===== config.mk =====
export PLATFORM = sky130hd
export DESIGN_NAME = ussf_status
export DESIGN_NICKNAME = d
export VERILOG_FILES = /design/src/include/ussf_pkg.sv /design/src/hw/ussf_idle_det.sv /design/src/hw/ussf_status.sv
export SDC_FILE = /design/constraint.sdc
export NUM_CORES = 1
export LEC_CHECK = 0
export BUFFER_PORTS_ARGS = -buffer_cell sky130_fd_sc_hd__buf_4
export CORE_ASPECT_RATIO = 1.25
export CORE_UTILIZATION = 25
export CTS_BUF_LIST = sky130_fd_sc_hd__clkbuf_8
export DETAILED_ROUTE_END_ITERATION = 16
export SETUP_SLACK_MARGIN = 0.2
export SLEW_MARGIN = 10
export SYNTH_ARGS = -nofsm -noshare
export SYNTH_HDL_FRONTEND = slang
export SYNTH_SLANG_ARGS = --single-unit

===== constraint.sdc =====
create_clock -name I_CLK -period 3.3 [get_ports I_CLK]
set_input_delay 0.165 -clock I_CLK [delete_from_list [all_inputs] [get_ports I_CLK]]
set_output_delay 0.165 -clock I_CLK [all_outputs]
set_load 0.1 [all_outputs]

===== src/include/ussf_pkg.sv =====
// Purpose: Shared constants for the serial status flag block
// Assumes: Wishbone classic slave, 32-bit data, byte addresses
// Notes: Flag bit positions follow the status register layout
package ussf_pkg;
	// Register byte offsets
	localparam logic [7:0] ADDR_STATUS = 8'h00;
	localparam logic [7:0] ADDR_DATA_LOW = 8'h04;
	localparam logic [7:0] ADDR_CONTROL = 8'h08;
	localparam logic [7:0] ADDR_DATA_HIGH = 8'h0C;
	// Status bit positions
	localparam int BIT_TX_EMPTY = 7;
	localparam int BIT_TX_COMPLETE = 6;
	localparam int BIT_RX_FULL = 5;
	localparam int BIT_IDLE = 4;
	localparam int BIT_OVERRUN = 3;
	localparam int BIT_NOISE = 2;
	localparam int BIT_FRAMING = 1;
	localparam int BIT_PARITY = 0;
	// Control bit positions
	localparam int CTL_TX_EMPTY_IE = 7;
	localparam int CTL_TX_COMPLETE_IE = 6;
	localparam int CTL_RX_FULL_IE = 5;
	localparam int CTL_IDLE_IE = 4;
	localparam int CTL_NINE_BIT = 3;
	localparam int CTL_PARITY_EN = 2;
	localparam int CTL_WAKEUP = 1;
	localparam int CTL_PARITY_TYPE = 0;
	// Reset values
	localparam logic [7:0] STATUS_RESET = 8'hC0;
	localparam logic [7:0] CONTROL_RESET = 8'h00;
	// Idle line lengths in bit times
	localparam logic [3:0] IDLE_BITS_8 = 4'hA;
	localparam logic [3:0] IDLE_BITS_9 = 4'hB;
endpackage : ussf_pkg


===== src/hw/ussf_idle_det.sv =====
// Purpose: Counts consecutive ones on the receive line
// Assumes: i_bit_tick marks one sample per bit time
// Notes: Fires once per idle stretch, rearmed by a zero
`timescale 1ns/1ns
`default_nettype none
module ussf_idle_det (
	// Clock and reset
	input wire logic i_clk,
	input wire logic i_srst,
	input wire logic i_ce,
	// Line
	input wire logic i_bit_tick,
	input wire logic i_rx_bit,
	input wire logic [3:0] i_target,
	// Result
	output logic o_idle
);
	logic [3:0] cnt_r; // Ones seen so far
	logic fired_r; // Already reported this stretch

	// Count ones; saturate once reported so it fires only once
	always_ff @(posedge i_clk)
	begin
		if (i_srst)
		begin
			cnt_r <= 4'h0;
			fired_r <= 1'b0;
			o_idle <= 1'b0;
		end
		else if (i_ce)
		begin
			o_idle <= 1'b0;
			if (i_bit_tick)
			begin
				if (!i_rx_bit)
				begin
					cnt_r <= 4'h0;
					fired_r <= 1'b0;
				end
				else if (!fired_r && (cnt_r + 4'h1 == i_target))
				begin
					o_idle <= 1'b1;
					fired_r <= 1'b1;
				end
				else if (!fired_r)
				begin
					cnt_r <= cnt_r + 4'h1;
				end
			end
		end
	end

	// A frozen clock enable holds the pulse, so only enabled cycles count
	AST_IDLE_SINGLE: assert property (@(posedge i_clk)
		disable iff (i_srst) (o_idle && i_ce) |=> !o_idle)
		else $error("idle pulse longer than one cycle");
endmodule : ussf_idle_det
`default_nettype wire


===== src/hw/ussf_status.sv =====
// Purpose: Status flag logic of an asynchronous serial interface
// Assumes: Datapath supplies one-cycle event strobes; Wishbone classic
// Notes: Flags clear by status read then data-low access
`timescale 1ns/1ns
`default_nettype none
module ussf_status #(
	parameter int DATA_W = 8 // Frame data width
) (
	// Clock, reset, enable
	input wire logic I_CLK,
	input wire logic I_SRST,
	input wire logic I_CE,
	// Wishbone classic slave
	input wire logic I_WB_CYC,
	input wire logic I_WB_STB,
	input wire logic I_WB_WE,
	input wire logic [7:0] I_WB_ADR,
	input wire logic [3:0] I_WB_SEL,
	input wire logic [31:0] I_WB_DAT,
	output logic [31:0] O_WB_DAT,
	output logic O_WB_ACK,
	// Transmit datapath
	input wire logic I_TX_LOAD,
	input wire logic I_TX_BUSY,
	input wire logic I_TX_QUEUE,
	output logic [8:0] O_TX_DATA,
	output logic O_TX_DATA_VALID,
	// Receive datapath
	input wire logic I_RX_DONE,
	input wire logic [8:0] I_RX_DATA,
	input wire logic I_RX_NOISE,
	input wire logic I_RX_STOP_BIT,
	input wire logic I_RX_PARITY_BIT,
	input wire logic I_RX_WAKE,
	input wire logic I_BIT_TICK,
	input wire logic I_RX_LINE,
	output logic O_RX_ACCEPT,
	// Interrupt requests
	output logic O_IRQ_TX,
	output logic O_IRQ_RX
);
	logic [7:0] status_r; // Flag bits
	logic [7:0] status_nxt;
	logic [7:0] seen_r; // Flags shown by last status read
	logic [7:0] ctrl_r; // Enables and format
	logic [8:0] rx_data_r; // Receive holding register
	logic idle_armed_r; // Idle allowed to set again
	logic idle_hit; // Idle detector pulse
	logic acc; // Bus access this cycle
	logic rd_status;
	logic rd_data;
	logic wr_data;
	logic wr_ctrl;
	logic wr_high;
	logic frame_ok; // Frame lands in holding register
	logic frame_over; // Frame causes overrun
	logic par_bad;
	logic [7:0] clr_rd; // Flags cleared by this data read
	logic [7:0] clr_wr; // Flags cleared by this data write

	// Parity of data bits against selected type
	function automatic logic parity_calc(input logic [8:0] d, input logic nine, input logic odd);
		logic p;
		p = nine ? ^d : ^d[7:0];
		parity_calc = p ^ odd;
	endfunction : parity_calc

	// Decode one access per request; ack pulses for one cycle
	assign acc = I_WB_CYC && I_WB_STB && !O_WB_ACK && I_CE;
	assign rd_status = acc && !I_WB_WE && I_WB_ADR == ussf_pkg::ADDR_STATUS;
	assign rd_data = acc && !I_WB_WE && I_WB_ADR == ussf_pkg::ADDR_DATA_LOW;
	assign wr_data = acc && I_WB_WE && I_WB_SEL[0] && I_WB_ADR == ussf_pkg::ADDR_DATA_LOW;
	assign wr_ctrl = acc && I_WB_WE && I_WB_SEL[0] && I_WB_ADR == ussf_pkg::ADDR_CONTROL;
	assign wr_high = acc && I_WB_WE && I_WB_SEL[0] && I_WB_ADR == ussf_pkg::ADDR_DATA_HIGH;

	// Framing error holds off reception until cleared
	assign frame_ok = I_RX_DONE && !status_r[ussf_pkg::BIT_FRAMING]
		&& !status_r[ussf_pkg::BIT_RX_FULL];
	assign frame_over = I_RX_DONE && !status_r[ussf_pkg::BIT_FRAMING]
		&& status_r[ussf_pkg::BIT_RX_FULL];
	assign par_bad = ctrl_r[ussf_pkg::CTL_PARITY_EN] && (parity_calc(I_RX_DATA,
		ctrl_r[ussf_pkg::CTL_NINE_BIT], ctrl_r[ussf_pkg::CTL_PARITY_TYPE]) != I_RX_PARITY_BIT);

	// Only flags seen in the prior status read may clear
	assign clr_rd = rd_data ? (seen_r & 8'h3F) : 8'h00;
	assign clr_wr = wr_data ? (seen_r & 8'hC0) : 8'h00;

	// Idle detector for the receive line
	ussf_idle_det u_idle (
		.i_clk(I_CLK),
		.i_srst(I_SRST),
		.i_ce(I_CE),
		.i_bit_tick(I_BIT_TICK),
		.i_rx_bit(I_RX_LINE),
		.i_target(ctrl_r[ussf_pkg::CTL_NINE_BIT] ? ussf_pkg::IDLE_BITS_9
			: ussf_pkg::IDLE_BITS_8),
		.o_idle(idle_hit)
	);

	// Next flag values; sets beat clears except tx complete
	always_comb
	begin
		status_nxt = status_r & ~clr_rd & ~clr_wr;
		if (I_TX_LOAD)
		begin
			status_nxt[ussf_pkg::BIT_TX_EMPTY] = 1'b1;
		end
		if (I_TX_BUSY || I_TX_QUEUE || clr_wr[ussf_pkg::BIT_TX_COMPLETE])
		begin
			status_nxt[ussf_pkg::BIT_TX_COMPLETE] = 1'b0;
		end
		else if (status_nxt[ussf_pkg::BIT_TX_EMPTY])
		begin
			status_nxt[ussf_pkg::BIT_TX_COMPLETE] = 1'b1;
		end
		if (frame_ok)
		begin
			status_nxt[ussf_pkg::BIT_RX_FULL] = 1'b1;
			status_nxt[ussf_pkg::BIT_NOISE] = I_RX_NOISE;
			status_nxt[ussf_pkg::BIT_FRAMING] = !I_RX_STOP_BIT;
			status_nxt[ussf_pkg::BIT_PARITY] = par_bad;
		end
		if (frame_over)
		begin
			status_nxt[ussf_pkg::BIT_OVERRUN] = 1'b1;
		end
		if (idle_hit && idle_armed_r && !ctrl_r[ussf_pkg::CTL_WAKEUP])
		begin
			status_nxt[ussf_pkg::BIT_IDLE] = 1'b1;
		end
	end

	// Flag register; status writes have no path here
	always_ff @(posedge I_CLK)
	begin
		if (I_SRST)
		begin
			status_r <= ussf_pkg::STATUS_RESET;
		end
		else if (I_CE)
		begin
			status_r <= status_nxt;
		end
	end

	// Snapshot of flags on status read; consumed by data access
	always_ff @(posedge I_CLK)
	begin
		if (I_SRST)
		begin
			seen_r <= 8'h00;
		end
		else if (rd_status)
		begin
			seen_r <= status_r;
		end
		else if (rd_data || wr_data)
		begin
			seen_r <= seen_r & ~(clr_rd | clr_wr);
		end
	end

	// Idle rearm: cleared idle waits for a good frame
	always_ff @(posedge I_CLK)
	begin
		if (I_SRST)
		begin
			idle_armed_r <= 1'b1;
		end
		else if (I_CE)
		begin
			if (frame_ok)
			begin
				idle_armed_r <= 1'b1;
			end
			else if (clr_rd[ussf_pkg::BIT_IDLE] || status_nxt[ussf_pkg::BIT_IDLE])
			begin
				idle_armed_r <= 1'b0;
			end
		end
	end

	// Control register; hardware wake clears the wakeup bit
	always_ff @(posedge I_CLK)
	begin
		if (I_SRST)
		begin
			ctrl_r <= ussf_pkg::CONTROL_RESET;
		end
		else if (I_CE)
		begin
			if (wr_ctrl)
			begin
				ctrl_r <= I_WB_DAT[7:0];
			end
			else if (I_RX_WAKE)
			begin
				ctrl_r[ussf_pkg::CTL_WAKEUP] <= 1'b0;
			end
		end
	end

	// Receive holding register keeps old data on overrun
	always_ff @(posedge I_CLK)
	begin
		if (I_SRST)
		begin
			rx_data_r <= 9'h000;
		end
		else if (I_CE && frame_ok)
		begin
			rx_data_r <= I_RX_DATA;
		end
	end

	// Transmit data; high byte first, low byte launches
	always_ff @(posedge I_CLK)
	begin
		if (I_SRST)
		begin
			O_TX_DATA <= 9'h000;
			O_TX_DATA_VALID <= 1'b0;
		end
		else if (I_CE)
		begin
			if (wr_high)
			begin
				O_TX_DATA[8] <= I_WB_DAT[6];
			end
			if (wr_data)
			begin
				O_TX_DATA[7:0] <= I_WB_DAT[7:0];
				O_TX_DATA_VALID <= 1'b1;
			end
			else if (I_TX_LOAD)
			begin
				O_TX_DATA_VALID <= 1'b0;
			end
		end
	end

	// Bus answer: one registered ack a cycle after the request, unmapped reads return zero
	always_ff @(posedge I_CLK)
	begin
		if (I_SRST)
		begin
			O_WB_ACK <= 1'b0;
			O_WB_DAT <= 32'h0000_0000;
		end
		else if (I_CE)
		begin
			O_WB_ACK <= acc;
			O_WB_DAT <= 32'h0000_0000;
			if (acc && !I_WB_WE)
			begin
				case (I_WB_ADR)
					ussf_pkg::ADDR_STATUS: O_WB_DAT <= {24'h000000, status_r};
					ussf_pkg::ADDR_DATA_LOW: O_WB_DAT <= {24'h000000, rx_data_r[7:0]};
					ussf_pkg::ADDR_CONTROL: O_WB_DAT <= {24'h000000, ctrl_r};
					ussf_pkg::ADDR_DATA_HIGH: O_WB_DAT <= {24'h000000, rx_data_r[8],
						O_TX_DATA[8], 6'h00};
					default: O_WB_DAT <= 32'h0000_0000;
				endcase
			end
		end
	end

	// Interrupts and accept output, registered
	always_ff @(posedge I_CLK)
	begin
		if (I_SRST)
		begin
			O_IRQ_TX <= 1'b0;
			O_IRQ_RX <= 1'b0;
			O_RX_ACCEPT <= 1'b1;
		end
		else if (I_CE)
		begin
			O_IRQ_TX <= (status_nxt[ussf_pkg::BIT_TX_EMPTY] && ctrl_r[ussf_pkg::CTL_TX_EMPTY_IE])
				|| (status_nxt[ussf_pkg::BIT_TX_COMPLETE]
				&& ctrl_r[ussf_pkg::CTL_TX_COMPLETE_IE]);
			O_IRQ_RX <= !ctrl_r[ussf_pkg::CTL_WAKEUP] && (((status_nxt[ussf_pkg::BIT_RX_FULL]
				|| status_nxt[ussf_pkg::BIT_OVERRUN]) && ctrl_r[ussf_pkg::CTL_RX_FULL_IE])
				|| (status_nxt[ussf_pkg::BIT_IDLE]
				&& ctrl_r[ussf_pkg::CTL_IDLE_IE]));
			O_RX_ACCEPT <= !status_nxt[ussf_pkg::BIT_FRAMING];
		end
	end

	// Checks next to the flag logic
	AST_CLEAR_NEEDS_SEEN: assert property (@(posedge I_CLK)
		disable iff (I_SRST)
		(I_CE && rd_data && !seen_r[ussf_pkg::BIT_RX_FULL] && !frame_ok)
		|=> status_r[ussf_pkg::BIT_RX_FULL] == $past(status_r[ussf_pkg::BIT_RX_FULL]))
		else $error("rx full cleared without status read");
	// Tx complete may still settle after busy drops, so it is left out
	AST_STATUS_WRITE_IGNORED: assert property (@(posedge I_CLK)
		disable iff (I_SRST)
		(acc && I_WB_WE && I_WB_ADR == ussf_pkg::ADDR_STATUS && !I_RX_DONE && !I_TX_LOAD
		&& !I_TX_BUSY && !I_TX_QUEUE && !idle_hit)
		|=> (status_r & 8'hBF) == ($past(status_r) & 8'hBF))
		else $error("status write changed flags");
	AST_TX_EMPTY_SET: assert property (@(posedge I_CLK)
		disable iff (I_SRST) (I_CE && I_TX_LOAD) |=> status_r[ussf_pkg::BIT_TX_EMPTY])
		else $error("tx empty not set on load");
	AST_TC_CLEAR_WINS: assert property (@(posedge I_CLK)
		disable iff (I_SRST)
		(I_CE && (I_TX_QUEUE || I_TX_BUSY)) |=> !status_r[ussf_pkg::BIT_TX_COMPLETE])
		else $error("tx complete set while busy");
	AST_RX_FULL_SET: assert property (@(posedge I_CLK)
		disable iff (I_SRST) (I_CE && frame_ok) |=> status_r[ussf_pkg::BIT_RX_FULL]
		&& rx_data_r == $past(I_RX_DATA))
		else $error("rx full or data not loaded");
	AST_OVERRUN_KEEPS: assert property (@(posedge I_CLK)
		disable iff (I_SRST) (I_CE && frame_over) |=> status_r[ussf_pkg::BIT_OVERRUN]
		&& $stable(rx_data_r))
		else $error("overrun mishandled");
	AST_WAKE_NO_IDLE: assert property (@(posedge I_CLK)
		disable iff (I_SRST)
		(I_CE && ctrl_r[ussf_pkg::CTL_WAKEUP] && !status_r[ussf_pkg::BIT_IDLE])
		|=> !status_r[ussf_pkg::BIT_IDLE])
		else $error("idle set in wakeup standby");
	// A frame during a framing error leaves data and the accept pin alone
	AST_FE_BLOCKS: assert property (@(posedge I_CLK)
		disable iff (I_SRST)
		(I_CE && status_r[ussf_pkg::BIT_FRAMING] && I_RX_DONE && !rd_data)
		|=> $stable(rx_data_r) && !O_RX_ACCEPT)
		else $error("frame accepted during framing error");
	AST_ACK_ONE: assert property (@(posedge I_CLK)
		disable iff (I_SRST) (O_WB_ACK && I_CE) |=> !O_WB_ACK)
		else $error("ack held two cycles");
	COV_RX_CLEAR: cover property (@(posedge I_CLK) disable iff (I_SRST)
		rd_status ##[1:20] (rd_data && seen_r[ussf_pkg::BIT_RX_FULL]));
	COV_OVERRUN: cover property (@(posedge I_CLK) disable iff (I_SRST) frame_over);
	COV_IDLE: cover property (@(posedge I_CLK) disable iff (I_SRST)
		status_nxt[ussf_pkg::BIT_IDLE] && !status_r[ussf_pkg::BIT_IDLE]);
endmodule : ussf_status
`default_nettype wire


==> impl_metrics.sql <==
INSERT INTO impl_metrics (metric_group, metric, value, unit) VALUES
('clocking', 'cts_sinks', '62', ''),
('pwr', 'ir_worst_vdd', '0.1374', 'mV'),
('route', 'drt.antenna.violating_nets', '0', ''),
('pwr', 'power.density', '467.4', 'mW/mm^2'),
('global_routing', 'globalRouteOverflowTotal', '0', ''),
('sta', 'fin_worst_skew', '0.004795', 'ns'),
('setup_path', 'reg2reg_to', 'seen_r[4]', ''),
('global_routing', 'grt_first_pass_wirelength', '12590', 'um'),
('global_routing', 'vias_in_the_first_global_route', '2447', ''),
('clocking', 'cts_tree', 'built', ''),
('floorplan', 'die_w', '99.35', 'um'),
('logic_synthesis', 'area_share_of_the_largest_cell_type_after_synthesis', '41.91', '%'),
('route', 'drt-vias-per-instance', '4.709', ''),
('layout', 'area_growth_syn_to_layout', '23.70', '%'),
('place', 'gp_congestion', '0.7685', ''),
('sta', 'timing.final.crit_share', '69.32', '%'),
('logic_synthesis', 'synth-edff-count', '0', ''),
('route', 'first_iteration_detailed_routing_drc_count', '190', ''),
('setup_path', 'startpoint_type', 'flop', ''),
('sta', 'minimum_period_implied_by_the_final_worst_setup_slack', '2.288', 'ns'),
('setup_path', 'critical_path.endpoint_type', 'flop', ''),
('global_routing', 'antenna_found_initial', '0', ''),
('floorplan', 'std_cell_rows', '44', ''),
('logic_synthesis', 'ys_top_cells_by_area', 'dfxtp_1 (42%), nand2_1 (9.6%), a21oi_1 (8.1%), buf_4 (6.1%), xnor2_1 (3.5%)', ''),
('logic_synthesis', 'yosys.cell_types.count', '49', ''),
('layout', 'nets', '491', ''),
('floorplan', 'coreArea', '0.01156', 'mm^2'),
('setup_path', 'crit_path_start', 'O_WB_ACK', ''),
('logic_synthesis', 'synthFlopType', 'dfxtp_1', ''),
('clocking', 'clkSlewWorstSetupHoldPaths', '0.07', 'ns'),
('clocking', 'clock_tree.buffer_depth', '2', ''),
('clocking', 'numCtsBuffers', '9', ''),
('clocking', 'root_buffer', 'clkbuf_8', ''),
('clocking', 'post-cts-setup-buffers', '0', ''),
('setup_path', 'cp_max_fo', '6', ''),
('setup_path', 'critical_path_required', '3.57', 'ns'),
('route', 'wire_per_inst', '13.79', 'um'),
('pwr', 'power.static_leakage', '1.375', 'nW'),
('clocking', 'cts-resized-gates', '0', ''),
('sta', 'final_hold_viol_count', '0', ''),
('place', 'numPortBuffers', '63', ''),
('setup_path', 'crit_arrival', '2.56', 'ns'),
('sta', 'fmaxAchievable', '0.4371', 'GHz'),
('status', 'status', 'completed', ''),
('worst_hold_path', 'hold_path_class', 'in2reg', ''),
('worst_hold_path', 'hold_path.startpoint', 'I_WB_DAT[3]', ''),
('sta', 'fin_worst_hold_slack', '0.07691', 'ns'),
('route', 'detail_route.first_pass.iterations', '5', ''),
('setup_path', 'worst-r2r-cell-count', '5', ''),
('logic_synthesis', 'synth-seq-cells', '62', ''),
('sta', 'max_slew_margin', '35.92', '%'),
('floorplan', 'floorplan.die.height', '123.7', 'um'),
('setup_path', 'critical_path.reg2reg.startpoint', 'O_WB_ACK', ''),
('setup_path', 'crit_type', 'reg2reg', ''),
('sta', 'fin_tns_setup', '0', 'ns'),
('place', 'dp_hpwl', '5486', 'um'),
('logic_synthesis', 'postSynth.asyncResetShare', '0', '%'),
('layout', 'drive_gt1_share', '22.77', '%'),
('worst_hold_path', 'hold_path_depth', '3', ''),
('worst_hold_path', 'hold-path-endpoint', 'ctrl_r[3]', ''),
('pwr', 'post-layout-total-power', '0.001713', 'W'),
('logic_synthesis', 'synthCells', '362', ''),
('logic_synthesis', 'synth_area_per_cell', '8.181', 'um^2'),
('clocking', 'clk_lat_worst_skew', '0.34', 'ns'),
('global_routing', 'groute.usage.overall', '13.33', '%'),
('sta', 'rsz0062_at_grt', 'no', ''),
('clocking', 'clock_tree.htree_level_count', '3', ''),
('sta', 'finalSetupViolCount', '0', ''),
('sta', 'pin_slew_with_the_least_headroom_to_its_limit', '0.9539', 'ns'),
('logic_synthesis', 'ys_warn_count', '0', ''),
('global_routing', 'maximum_number_of_pins_on_one_net_before_global_route_repair', '66', '');
## worst max path at each step
stage | slack [ns] | to
2_1_floorplan | 0.98 | status_r[6]
3_3_place_gp | 1.06 | O_IRQ_RX
3_5_place_dp | 0.97 | O_IRQ_RX
4_1_cts | 1.04 | O_IRQ_RX
5_1_grt | 0.85 | seen_r[5]
6_report | 1.01 | seen_r[4]
## registers in the layout, summed over array words and instances (netlist names), 4 cells and up
name          cells
O_TX_DATA         9
O_WB_DAT          8
ctrl_r            8
rx_data_r         9
seen_r            8
status_r          8
u_idle.cnt_r      4
## critical path: stages (launching register included)
cell and delay (ns):
dfxtp_1 0.32, nand4b_1 0.39, or3_4 0.46, nor3_1 0.74
nand2_1 0.12, a21oi_1 0.17
## through the flow
stage               worst slack, ns  utilization [%]  instances
finish                        1.012            31.69        564
global route                 0.8533            31.69        564
CTS                           1.040            31.69        564
detailed placement           0.9728            29.96        548
global placement              1.063            29.96        548
floorplan                    0.9821                -        385
## metal layers
| layer | vias to the layer above | share of wire (%) | global-route usage (%) |
|---|---|---|---|
| met3 | 14 | 6.6 | 2.862 |
| li1 | 1314 | - | - |
| met1 | 1213 | 45 | 17.04 |
| met2 | 115 | 47 | 21.53 |
| met5 | - | 0 | 0 |
| met4 | 0 | 1.8 | 6.158 |
## layout by cell type (no fill, tap or decap), types with 3 or more instances in the layout
master,netlist,layout
nand3b_1,4,4
conb_1,1,24
nand3_1,8,8
o21ai_0,8,8
nand2_1,76,76
xnor2_1,12,12
dfxtp_1,62,62
mux2i_1,8,8
a21oi_1,48,48
clkinv_2,0,3
or2_2,3,3
buf_4,24,66
nor2_1,25,25
nor2b_1,10,10
clkbuf_8,0,11
inv_1,3,4
nor3_1,4,4
a22oi_1,9,9
## cell type report
class / instances / area [um^2]
multi-input cells: 279 / 1543
repair buffers: 66 / 495.5
well taps: 138 / 172.7
clock buffers: 11 / 151.4
flip-flops and latches: 62 / 1241
fillers: 1252 / 7898
clock inverters: 5 / 48.80
inverters: 3 / 11.26
## power by group
group | leakage (nW) | total [W] | switching, W | internal, W
registers | 0.501 | 0.000767 | 0.00000783 | 0.000759
logic | 0.763 | 0.000272 | 0.000203 | 0.0000691
clock network | 0.110 | 0.000673 | 0.000290 | 0.000383
total | 1.37 | 0.00171 | 0.000501 | 0.00121
## kinds of logic after synthesis
| family | Yosys count | share of synthesized area (%) |
|---|---|---|
| other cells | 1 | 0.1266 |
| fa+ha+maj | 1 | 0.4224 |
| simple gates | 150 | 24.38 |
| compound gates | 80 | 15.80 |
| buf+inv | 44 | 8.914 |
| mux | 11 | 4.605 |
| flops | 62 | 41.91 |
| xor+xnor | 13 | 3.845 |
## Yosys cell counts (all sizes together) (4+ instances only)
| cell type | n |
|---|---|
| a21oi | 48 |
| a22oi | 9 |
| buf | 27 |
| clkbuf | 14 |
| dfxtp | 62 |
| mux2i | 8 |
| nand2 | 76 |
| nand3 | 8 |
| nand3b | 4 |
| nor2 | 25 |
| nor2b | 10 |
| nor3 | 4 |
| nor4 | 4 |
| o21ai | 10 |
| xnor2 | 12 |
Power figures use the tool's default switching activity.
